[config.mk]
export PLATFORM = sky130hd
export DESIGN_NAME = fbp_protect_cfg
export DESIGN_NICKNAME = d
export VERILOG_FILES = /design/src/verilog/fbp_protect_cfg.v /design/src/verilog/fbp_region_decode.v
export VERILOG_INCLUDE_DIRS = /design/src /design/src/pkg
export SDC_FILE = /design/constraint.sdc
export NUM_CORES = 1
export LEC_CHECK = 0
export BUFFER_PORTS_ARGS = -buffer_cell sky130_fd_sc_hd__buf_2
export CELL_PAD_IN_SITES_DETAIL_PLACEMENT = 0
export CELL_PAD_IN_SITES_GLOBAL_PLACEMENT = 1
export CORE_MARGIN = 2
export CORE_UTILIZATION = 29
export DETAILED_ROUTE_END_ITERATION = 12
export PLACE_DENSITY_LB_ADDON = 0.3
export SETUP_SLACK_MARGIN = 0.15
export SLEW_MARGIN = 20
export SYNTH_ARGS = -nofsm -noshare
export SYNTH_HDL_FRONTEND = slang
export SYNTH_SLANG_ARGS = --single-unit
[constraint.sdc]
create_clock -name ref_clk -period 2.3 [get_ports ref_clk]
set_clock_uncertainty 0.15 [all_clocks]
set_input_delay 0 -clock ref_clk [delete_from_list [all_inputs] [get_ports ref_clk]]
set_output_delay 0 -clock ref_clk [all_outputs]
set_load 0.01 [all_outputs]
[src/pkg/fbp_defines.vh]
// fbp_defines.vh: offsets, field positions, reset values and region limits
// for the flash block protection configuration block.
// assumes: included by bare name from the design files.
`ifndef FBP_DEFINES_VH
`define FBP_DEFINES_VH

// ----------------------------------------------------------------------
// configuration byte addresses, used directly as AXI byte addresses
// ----------------------------------------------------------------------
`define FBP_ADDR_W            24
`define FBP_MAIN_CP_ADDR      24'h300008
`define FBP_BOOT_CP_ADDR      24'h300009
`define FBP_MAIN_WP_ADDR      24'h30000A
// own registers
`define FBP_BBS_ADDR          24'h300010
`define FBP_STAT_ADDR         24'h300014

// ----------------------------------------------------------------------
// field positions
// ----------------------------------------------------------------------
`define FBP_BLK0_BIT          0
`define FBP_BLK1_BIT          1
`define FBP_BOOT_BIT          6
`define FBP_STAT_REJ_BIT      0
`define FBP_STAT_VIO_BIT      1

// ----------------------------------------------------------------------
// reset / unprogrammed values
// ----------------------------------------------------------------------
`define FBP_GUARD_UNPROG      1'h1
`define FBP_BBS_RESET         1'h0

// ----------------------------------------------------------------------
// region limits (program word address space, 22 bits)
// ----------------------------------------------------------------------
`define FBP_PA_W              22
`define FBP_BOOT_END_SMALL    22'h0007FF
`define FBP_BOOT_END_LARGE    22'h000FFF
`define FBP_BLK0_END          22'h001FFF
`define FBP_BLK1_START        22'h002000
`define FBP_BLK1_END          22'h003FFF

// ----------------------------------------------------------------------
// axi responses
// ----------------------------------------------------------------------
`define FBP_RESP_OKAY         2'h0
`define FBP_RESP_SLVERR       2'h2

`endif

[src/verilog/fbp_protect_cfg.v]
// fbp_protect_cfg.v: protection configuration bytes behind an AXI4-Lite
// slave, plus the gates for code reads and self-programming.
// assumes: one clock, synchronous active-low reset, master keeps one
// write and one read outstanding at most.
//
// What this block does
// - Block 1 (002000-003FFFh) is code protected while its read guard is 0.
// - Block 0 (000800/001000-001FFFh) is code protected while its guard is 0.
// - The boot block (to 0007FFh or 000FFFh) is code protected on bit 6 = 0.
// - Block 1 is write protected while bit 1 of the write byte is 0.
// - Block 0 is write protected while bit 0 of the write byte is 0.
// - Every guard bit starts at 1 unprogrammed and can only be cleared.
// - Unused bits of the three protection bytes always read as 0.
// - The bytes sit at 300008h, 300009h and 30000Ah.
`timescale 1ns/1ps
`default_nettype none
`include "fbp_defines.vh"

module fbp_protect_cfg (
    input  wire                 ref_clk,
    input  wire                 nrst,
    // axi4-lite write address
    input  wire                 s_axi_awvalid,
    output wire                 s_axi_awready,
    input  wire [31:0]          s_axi_awaddr,
    // axi4-lite write data
    input  wire                 s_axi_wvalid,
    output wire                 s_axi_wready,
    input  wire [31:0]          s_axi_wdata,
    input  wire [3:0]           s_axi_wstrb,
    // axi4-lite write response
    output wire                 s_axi_bvalid,
    input  wire                 s_axi_bready,
    output wire [1:0]           s_axi_bresp,
    // axi4-lite read address
    input  wire                 s_axi_arvalid,
    output wire                 s_axi_arready,
    input  wire [31:0]          s_axi_araddr,
    // axi4-lite read data
    output wire                 s_axi_rvalid,
    input  wire                 s_axi_rready,
    output wire [31:0]          s_axi_rdata,
    output wire [1:0]           s_axi_rresp,
    // code fetch / table read check
    input  wire [`FBP_PA_W-1:0] rd_addr,
    output wire                 rd_blocked,
    // self-programming request
    input  wire                 pgm_req,
    input  wire [`FBP_PA_W-1:0] pgm_addr,
    output wire                 pgm_grant,
    output wire                 pgm_reject,
    // guard levels for the rest of the device
    output wire                 boot_read_guard,
    output wire                 block0_read_guard,
    output wire                 block1_read_guard,
    output wire                 block0_write_guard,
    output wire                 block1_write_guard
);

    // ------------------------------------------------------------------
    // state
    // ------------------------------------------------------------------
    reg        blk0_rg_ff;
    reg        blk1_rg_ff;
    reg        boot_rg_ff;
    reg        blk0_wg_ff;
    reg        blk1_wg_ff;
    reg        bbs_ff;
    reg        rej_ff;
    reg        vio_ff;
    reg        aw_hold_ff;
    reg [31:0] aw_addr_ff;
    reg        w_hold_ff;
    reg [31:0] w_data_ff;
    reg [3:0]  w_strb_ff;
    reg        bvalid_ff;
    reg [1:0]  bresp_ff;
    reg        rvalid_ff;
    reg [31:0] rdata_ff;
    reg [1:0]  rresp_ff;
    reg        grant_ff;
    reg        reject_ff;

    // ------------------------------------------------------------------
    // region decode
    // ------------------------------------------------------------------
    wire rd_locked;
    wire pgm_locked;

    fbp_region_decode u_rd_dec (
        .addr               (rd_addr),
        .large_boot         (bbs_ff),
        .boot_read_guard    (boot_rg_ff),
        .block0_read_guard  (blk0_rg_ff),
        .block1_read_guard  (blk1_rg_ff),
        .block0_write_guard (blk0_wg_ff),
        .block1_write_guard (blk1_wg_ff),
        .in_boot            (),
        .in_blk0            (),
        .in_blk1            (),
        .read_locked        (rd_locked),
        .write_locked       ()
    );

    fbp_region_decode u_pg_dec (
        .addr               (pgm_addr),
        .large_boot         (bbs_ff),
        .boot_read_guard    (boot_rg_ff),
        .block0_read_guard  (blk0_rg_ff),
        .block1_read_guard  (blk1_rg_ff),
        .block0_write_guard (blk0_wg_ff),
        .block1_write_guard (blk1_wg_ff),
        .in_boot            (),
        .in_blk0            (),
        .in_blk1            (),
        .read_locked        (),
        .write_locked       (pgm_locked)
    );

    assign rd_blocked = rd_locked;

    // ------------------------------------------------------------------
    // write channel capture
    // ------------------------------------------------------------------
    wire aw_take = s_axi_awvalid && s_axi_awready;
    wire w_take  = s_axi_wvalid && s_axi_wready;
    wire aw_have = aw_hold_ff || aw_take;
    wire w_have  = w_hold_ff || w_take;
    wire do_wr   = aw_have && w_have && !bvalid_ff;

    wire [31:0] wa = aw_hold_ff ? aw_addr_ff : s_axi_awaddr;
    wire [31:0] wd = w_hold_ff ? w_data_ff : s_axi_wdata;
    wire [3:0]  ws = w_hold_ff ? w_strb_ff : s_axi_wstrb;

    // stall new beats until the response is taken
    assign s_axi_awready = !aw_hold_ff && !bvalid_ff;
    assign s_axi_wready  = !w_hold_ff && !bvalid_ff;

    wire [23:0] wa_lo = wa[23:0];
    wire        wa_hi0 = (wa[31:24] == 8'h00);
    wire hit_mcp = wa_hi0 && (wa_lo == `FBP_MAIN_CP_ADDR);
    wire hit_bcp = wa_hi0 && (wa_lo == `FBP_BOOT_CP_ADDR);
    wire hit_mwp = wa_hi0 && (wa_lo == `FBP_MAIN_WP_ADDR);
    wire hit_bbs = wa_hi0 && (wa_lo == `FBP_BBS_ADDR);
    wire hit_st  = wa_hi0 && (wa_lo == `FBP_STAT_ADDR);
    wire wr_ok   = hit_mcp || hit_bcp || hit_mwp || hit_bbs || hit_st;

    // byte lane of each byte address: low two address bits pick the lane
    wire [7:0] lane_b = wd[{wa[1:0], 3'h0} +: 8];
    wire       lane_en = ws[wa[1:0]];

    // ------------------------------------------------------------------
    // read path
    // ------------------------------------------------------------------
    wire [23:0] ra_lo = s_axi_araddr[23:0];
    wire        ra_hi0 = (s_axi_araddr[31:24] == 8'h00);
    wire        ar_take = s_axi_arvalid && s_axi_arready;
    reg  [31:0] nxt_rdata;
    reg  [1:0]  nxt_rresp;
    reg  [7:0]  rbyte;

    always @* begin
        rbyte     = 8'h00;
        nxt_rresp = `FBP_RESP_OKAY;
        if (!ra_hi0) begin
            nxt_rresp = `FBP_RESP_SLVERR;
        end else if (ra_lo == `FBP_MAIN_CP_ADDR) begin
            rbyte = {6'h00, blk1_rg_ff, blk0_rg_ff};
        end else if (ra_lo == `FBP_BOOT_CP_ADDR) begin
            rbyte = {1'h0, boot_rg_ff, 6'h00};
        end else if (ra_lo == `FBP_MAIN_WP_ADDR) begin
            rbyte = {6'h00, blk1_wg_ff, blk0_wg_ff};
        end else if (ra_lo == `FBP_BBS_ADDR) begin
            rbyte = {7'h00, bbs_ff};
        end else if (ra_lo == `FBP_STAT_ADDR) begin
            rbyte = {6'h00, vio_ff, rej_ff};
        end else begin
            nxt_rresp = `FBP_RESP_SLVERR;
        end
        nxt_rdata = 32'h0000_0000;
        nxt_rdata[{s_axi_araddr[1:0], 3'h0} +: 8] = rbyte;
    end

    assign s_axi_arready = !rvalid_ff;

    // ------------------------------------------------------------------
    // self-programming gate
    // ------------------------------------------------------------------
    wire pg_rej = pgm_req && pgm_locked;
    wire pg_ok  = pgm_req && !pgm_locked;

    // ------------------------------------------------------------------
    // status flags
    // ------------------------------------------------------------------
    wire stat_wr = do_wr && hit_st && lane_en;
    wire rej_clr = stat_wr && lane_b[`FBP_STAT_REJ_BIT];
    wire vio_clr = stat_wr && lane_b[`FBP_STAT_VIO_BIT];
    wire nxt_rej;
    wire nxt_vio;

    // set wins over a clear in the same cycle, so no event is lost
    assign nxt_rej = pg_rej || (rej_ff && !rej_clr);
    // sticky: records any fetch that hit a read-guarded region
    assign nxt_vio = rd_locked || (vio_ff && !vio_clr);

    always @(posedge ref_clk) begin
        if (!nrst) begin
            rej_ff <= 1'h0;
            vio_ff <= 1'h0;
        end else begin
            rej_ff <= nxt_rej;
            vio_ff <= nxt_vio;
        end
    end

    // ------------------------------------------------------------------
    // registers
    // ------------------------------------------------------------------
    always @(posedge ref_clk) begin
        if (!nrst) begin
            // reset stands in for the erased, unprogrammed array
            blk0_rg_ff <= `FBP_GUARD_UNPROG;
            blk1_rg_ff <= `FBP_GUARD_UNPROG;
            boot_rg_ff <= `FBP_GUARD_UNPROG;
            blk0_wg_ff <= `FBP_GUARD_UNPROG;
            blk1_wg_ff <= `FBP_GUARD_UNPROG;
            bbs_ff     <= `FBP_BBS_RESET;
            aw_hold_ff <= 1'h0;
            aw_addr_ff <= 32'h0000_0000;
            w_hold_ff  <= 1'h0;
            w_data_ff  <= 32'h0000_0000;
            w_strb_ff  <= 4'h0;
            bvalid_ff  <= 1'h0;
            bresp_ff   <= 2'h0;
            rvalid_ff  <= 1'h0;
            rdata_ff   <= 32'h0000_0000;
            rresp_ff   <= 2'h0;
            grant_ff   <= 1'h0;
            reject_ff  <= 1'h0;
        end else begin
            grant_ff  <= pg_ok;
            reject_ff <= pg_rej;
            if (aw_take && !do_wr) begin
                aw_hold_ff <= 1'h1;
                aw_addr_ff <= s_axi_awaddr;
            end
            if (w_take && !do_wr) begin
                w_hold_ff <= 1'h1;
                w_data_ff <= s_axi_wdata;
                w_strb_ff <= s_axi_wstrb;
            end
            if (do_wr) begin
                aw_hold_ff <= 1'h0;
                w_hold_ff  <= 1'h0;
                bvalid_ff  <= 1'h1;
                bresp_ff   <= wr_ok ? `FBP_RESP_OKAY : `FBP_RESP_SLVERR;
                if (lane_en) begin
                    // anding keeps a cleared bit cleared
                    if (hit_mcp) begin
                        blk0_rg_ff <= blk0_rg_ff & lane_b[`FBP_BLK0_BIT];
                        blk1_rg_ff <= blk1_rg_ff & lane_b[`FBP_BLK1_BIT];
                    end
                    if (hit_bcp)
                        boot_rg_ff <= boot_rg_ff & lane_b[`FBP_BOOT_BIT];
                    if (hit_mwp) begin
                        blk0_wg_ff <= blk0_wg_ff & lane_b[`FBP_BLK0_BIT];
                        blk1_wg_ff <= blk1_wg_ff & lane_b[`FBP_BLK1_BIT];
                    end
                    if (hit_bbs) bbs_ff <= lane_b[0];
                end
            end else if (bvalid_ff && s_axi_bready) begin
                bvalid_ff <= 1'h0;
            end
            if (ar_take) begin
                rvalid_ff <= 1'h1;
                rdata_ff  <= nxt_rdata;
                rresp_ff  <= nxt_rresp;
            end else if (rvalid_ff && s_axi_rready) begin
                rvalid_ff <= 1'h0;
            end
        end
    end

    // ------------------------------------------------------------------
    // outputs
    // ------------------------------------------------------------------
    assign s_axi_bvalid       = bvalid_ff;
    assign s_axi_bresp        = bresp_ff;
    assign s_axi_rvalid       = rvalid_ff;
    assign s_axi_rdata        = rdata_ff;
    assign s_axi_rresp        = rresp_ff;
    assign pgm_grant          = grant_ff;
    assign pgm_reject         = reject_ff;
    assign boot_read_guard    = boot_rg_ff;
    assign block0_read_guard  = blk0_rg_ff;
    assign block1_read_guard  = blk1_rg_ff;
    assign block0_write_guard = blk0_wg_ff;
    assign block1_write_guard = blk1_wg_ff;

endmodule // fbp_protect_cfg
`default_nettype wire

[src/verilog/fbp_region_decode.v]
// fbp_region_decode.v: maps a program address onto its protection region
// and reports whether that region is read or write guarded.
// assumes: guard bits are active low, 1 means unprotected.
`timescale 1ns/1ps
`default_nettype none
`include "fbp_defines.vh"

module fbp_region_decode (
    input  wire [`FBP_PA_W-1:0] addr,
    input  wire                 large_boot,
    input  wire                 boot_read_guard,
    input  wire                 block0_read_guard,
    input  wire                 block1_read_guard,
    input  wire                 block0_write_guard,
    input  wire                 block1_write_guard,
    output wire                 in_boot,
    output wire                 in_blk0,
    output wire                 in_blk1,
    output wire                 read_locked,
    output wire                 write_locked
);

    // ------------------------------------------------------------------
    // range selection
    // ------------------------------------------------------------------
    wire [`FBP_PA_W-1:0] boot_end;

    assign boot_end = large_boot ? `FBP_BOOT_END_LARGE
                                 : `FBP_BOOT_END_SMALL;
    assign in_boot  = (addr <= boot_end);
    assign in_blk0  = (addr > boot_end) && (addr <= `FBP_BLK0_END);
    assign in_blk1  = (addr >= `FBP_BLK1_START)
                   && (addr <= `FBP_BLK1_END);

    // ------------------------------------------------------------------
    // guard lookup
    // ------------------------------------------------------------------
    assign read_locked  = (in_boot && !boot_read_guard)
                       || (in_blk0 && !block0_read_guard)
                       || (in_blk1 && !block1_read_guard);
    // boot block write guard lives in a byte outside this block
    assign write_locked = (in_blk0 && !block0_write_guard)
                       || (in_blk1 && !block1_write_guard);

endmodule // fbp_region_decode
`default_nettype wire
==> flow_metrics.py <==
metrics = {
    "outcome": {
        "status": "complete, no violations",
    },
    "critical_path": {
        "worstReg2RegEnd": "block1_read_guard$_SDFFE_PN1P_",
        "r2r_setup_slack_ns": 0.11,
        "cpMaxStageDelayCell": "or4_4",
        "regToRegStartpoint": "aw_addr_ff[26]$_SDFFE_PN0P_",
        "start_kind": "flip-flop",
        "critPathRequiredTime_ns": 2.15,
        "endpoint_kind": "output port",
        "path_cells": "inv_1, ha_1, nand4b_1, or4_4, o31ai_2, or2_4, buf_6",
        "crit_arrival_ns": 2.07,
        "critical_path_buf_inv_count": 2,
        "crit_type": "flip-flop to output port",
        "ff2ff_path_depth": 5,
        "slowest_delay_ns": 0.43,
        "crit_family": "simple AND/OR/NAND/NOR gates",
        "crit_fanout": 3,
    },
    "floorplan": {
        "die_area_um2": 14770,
        "ios": 201,
        "num_rows": 42,
        "coreArea_um2": 13350,
        "start_util_pct": 30.01,
        "dieWidth_um": 121.5,
        "die_h_um": 121.5,
    },
    "placed_design": {
        "dp_hpwl_um": 8558,
        "placed_cell_area_um2": 4936,
        "gp_congestion": 0.8147,
        "portBuffers": 155,
    },
    "layout": {
        "final_common_cell": "buf_2",
        "diodes": 0,
        "final_area_um2": 6026,
        "final_util_pct": 45.14,
        "drive_above_1_share_pct": 32.65,
        "fillerInstances": 1312,
        "seq_area_um2": 1468,
        "layout.nets": 839,
        "layout_common_cells": "buf_2, nand2_1, dfxtp_1",
        "multi_input_area_um2": 2419,
        "area_growth_syn_to_layout_pct": 50.45,
    },
    "yosys": {
        "synth_top_family_by_area": "simple AND/OR/NAND/NOR gates",
        "ys_seq_area_share_pct": 36.49,
        "synth-seq-cells": 73,
        "yosysWarnings": 0,
        "synth_edf_count": 0,
        "synth-xor-area-share_pct": 0,
        "synthArstFlopShare_pct": 0,
        "syn_area_per_cell_um2": 8.745,
        "synthCells": 458,
        "synth.distinct_cells": 56,
        "synth_compound_area_share_pct": 16.71,
        "synthMuxAreaShare_pct": 10.09,
        "synthFlopType": "dfxtp_1",
        "synth-simple-area-share_pct": 26.34,
        "netlist_area_um2": 4005,
        "yosys.area_share.adder_pct": 2.812,
    },
    "power_and_ir_drop": {
        "p_leak_nw": 2.598,
        "netSwitchingFraction_pct": 24.78,
        "p_clk_share_pct": 44.1,
        "p_sw_mw": 0.8856,
        "irDropWorstVdd_v": 0.0003310,
        "cell_internal_pwr_mw": 2.689,
        "total_power_mw": 3.574,
        "power_density_nw_per_um2": 593.1,
        "p_comb_share_pct": 18.0,
        "p_seq_share_pct": 37.8,
    },
    "global_route": {
        "met3_usage_pct": 3.712,
        "grtUsageMet1_pct": 20.18,
        "antenna_found_initial": 0,
        "grt.total_usage_pct": 16.01,
        "grt.busiest_layer": "met2",
        "grt_max_degree": 62,
        "use_met2_pct": 26.93,
        "grt_pass1_vias": 3950,
        "grt_overflow_total": 0,
        "grt_first_pass_wirelength_um": 18770,
    },
    "sta": {
        "rsz0062_at_grt": "true",
        "setup_viol": 0,
        "finalHoldViolCount": 0,
        "tightest_slew_ns": 0.5273,
        "period_needed_ns": 2.216,
        "slew_headroom_pct": 64.35,
        "tns_ns": 0,
        "whs_ns": 0.01633,
        "drv_slew": 0,
        "fmax_ghz": 0.4513,
        "timing.final.crit_share_pct": 96.35,
    },
    "clock_network": {
        "cts_buffers": 9,
        "cts_tree": "yes",
        "cts_sinks": 73,
        "clkTransAtPathRegs_ns": 0.06,
        "clkLatencyLatePin_ns": 0.34,
        "root_buffer": "clkbuf_16",
        "htreeDepth": 3,
        "clk_path_buf_depth": 2,
    },
    "worst_hold_path": {
        "hold_start": "s_axi_araddr[8]",
        "hold_end": "s_axi_rdata[1]$_SDFFE_PN0P_",
        "min_path_type": "input port to flip-flop",
        "whs_path_depth": 6,
    },
    "detailed_routing": {
        "via_count": 4057,
        "dr.pass1.iters": 4,
        "wl_per_cell_um": 13.82,
        "drt_wl_total_um": 11870,
        "viasPerCell": 4.723,
        "drc": 0,
        "antenna_left": 0,
        "drt_iter0_markers": 163,
    },
    "run": {
        "max-cap-violations": 0,
    },
}
## metrics by stage
step | setup WS [ns] | instances
global route | -0.01533 | 859
floorplan | 0.2000 | 479
detailed placement | -0.04345 | 779
CTS | 0.08470 | 859
finish | 0.08397 | 859
global placement | 0.01562 | 779
## worst min-delay path, cell delays in order
cell	delay, ns
buf_2	0.08
nor4_1	0.04
nand4_1	0.11
nor4_2	0.07
nand3_1	0.08
a21boi_0	0.08
## how the worst max path moves through the flow
stage / start / end / slack, ns / depth (start not counted)
4_1_cts: bbs_ff$_SDFFE_PN0P_ / rd_blocked / 0.08 / 7
2_1_floorplan: aw_hold_ff$_SDFFE_PP0P_ / block0_read_guard$_SDFFE_PN1P_ / 0.20 / 6
6_report: bbs_ff$_SDFFE_PN0P_ / rd_blocked / 0.08 / 7
5_1_grt: bbs_ff$_SDFFE_PN0P_ / rd_blocked / -0.02 / 7
3_3_place_gp: aw_hold_ff$_SDFFE_PP0P_ / block1_read_guard$_SDFFE_PN1P_ / 0.02 / 6
3_5_place_dp: aw_hold_ff$_SDFFE_PP0P_ / vio_ff$_SDFF_PN0_ / -0.04 / 6
## what timing repair did
item / 4_1_cts / 5_1_grt
resized for setup: 17 / 9
setup buffers: 1 / 0
hold endpoints to repair: 65 / 0
pin swaps: 1 / 3
endpoints found under the setup margin: 9 / 10
hold buffers: 63 / 0
## power groups by stage
stage | combinational (mW) | clock (mW) | sequential (mW)
after floorplan | 0.342 | 0 | 1.37
after global placement | 0.530 | 0 | 1.38
after detailed placement | 0.537 | 0 | 1.38
after CTS | 0.638 | 1.61 | 1.35
after global routing | 0.710 | 1.67 | 1.36
final | 0.645 | 1.58 | 1.35
## synth_stat cells, drive strengths merged (5+ instances only)
library cell | number | area share [%]
nor4 | 16 | 2.5
and3 | 7 | 1.1
nand4 | 15 | 2.5
mux2i | 25 | 6.2
inv | 8 | 0.75
a21oi | 14 | 1.7
nor2 | 14 | 1.3
dfxtp | 73 | 36
nand2 | 82 | 7.7
nor3 | 9 | 1.2
buf | 27 | 4.9
nor2b | 20 | 3.1
o21ai | 12 | 1.5
a21boi | 37 | 6.9
mux4 | 5 | 2.8
nand3 | 9 | 1.1
ha | 9 | 2.8
nand3b | 6 | 1.1
clkbuf | 19 | 1.8
## area by class of cell
class / instances / area share (%)
clock buffers: 12 / 4.423
clock inverters: 4 / 1.225
inverters: 8 / 0.4983
multi-input cells: 352 / 40.14
flip-flops and latches: 73 / 24.36
well taps: 176 / 3.654
repair buffers: 234 / 25.71
## cell families after synthesis
group	after synthesis
and+or+nand+nor	200
muxes	33
adders and majority gates	9
AOI/OAI and AO/OA	88
other	1
buffers and inverters	54
DFF	73
## state kept, by name, summed over array words and instances (netlist names), 4 cells and up
register     flops
w_strb_ff        4
w_data_ff        9
s_axi_rdata     12
aw_addr_ff      32
## per-layer routing
metal,up-vias,share of wire [%]
li1,2044,-
met1,1879,45
met2,118,49
met3,16,4.9
met4,0,1.8
met5,-,0
Note: power is estimated with default switching activity, not from simulation.
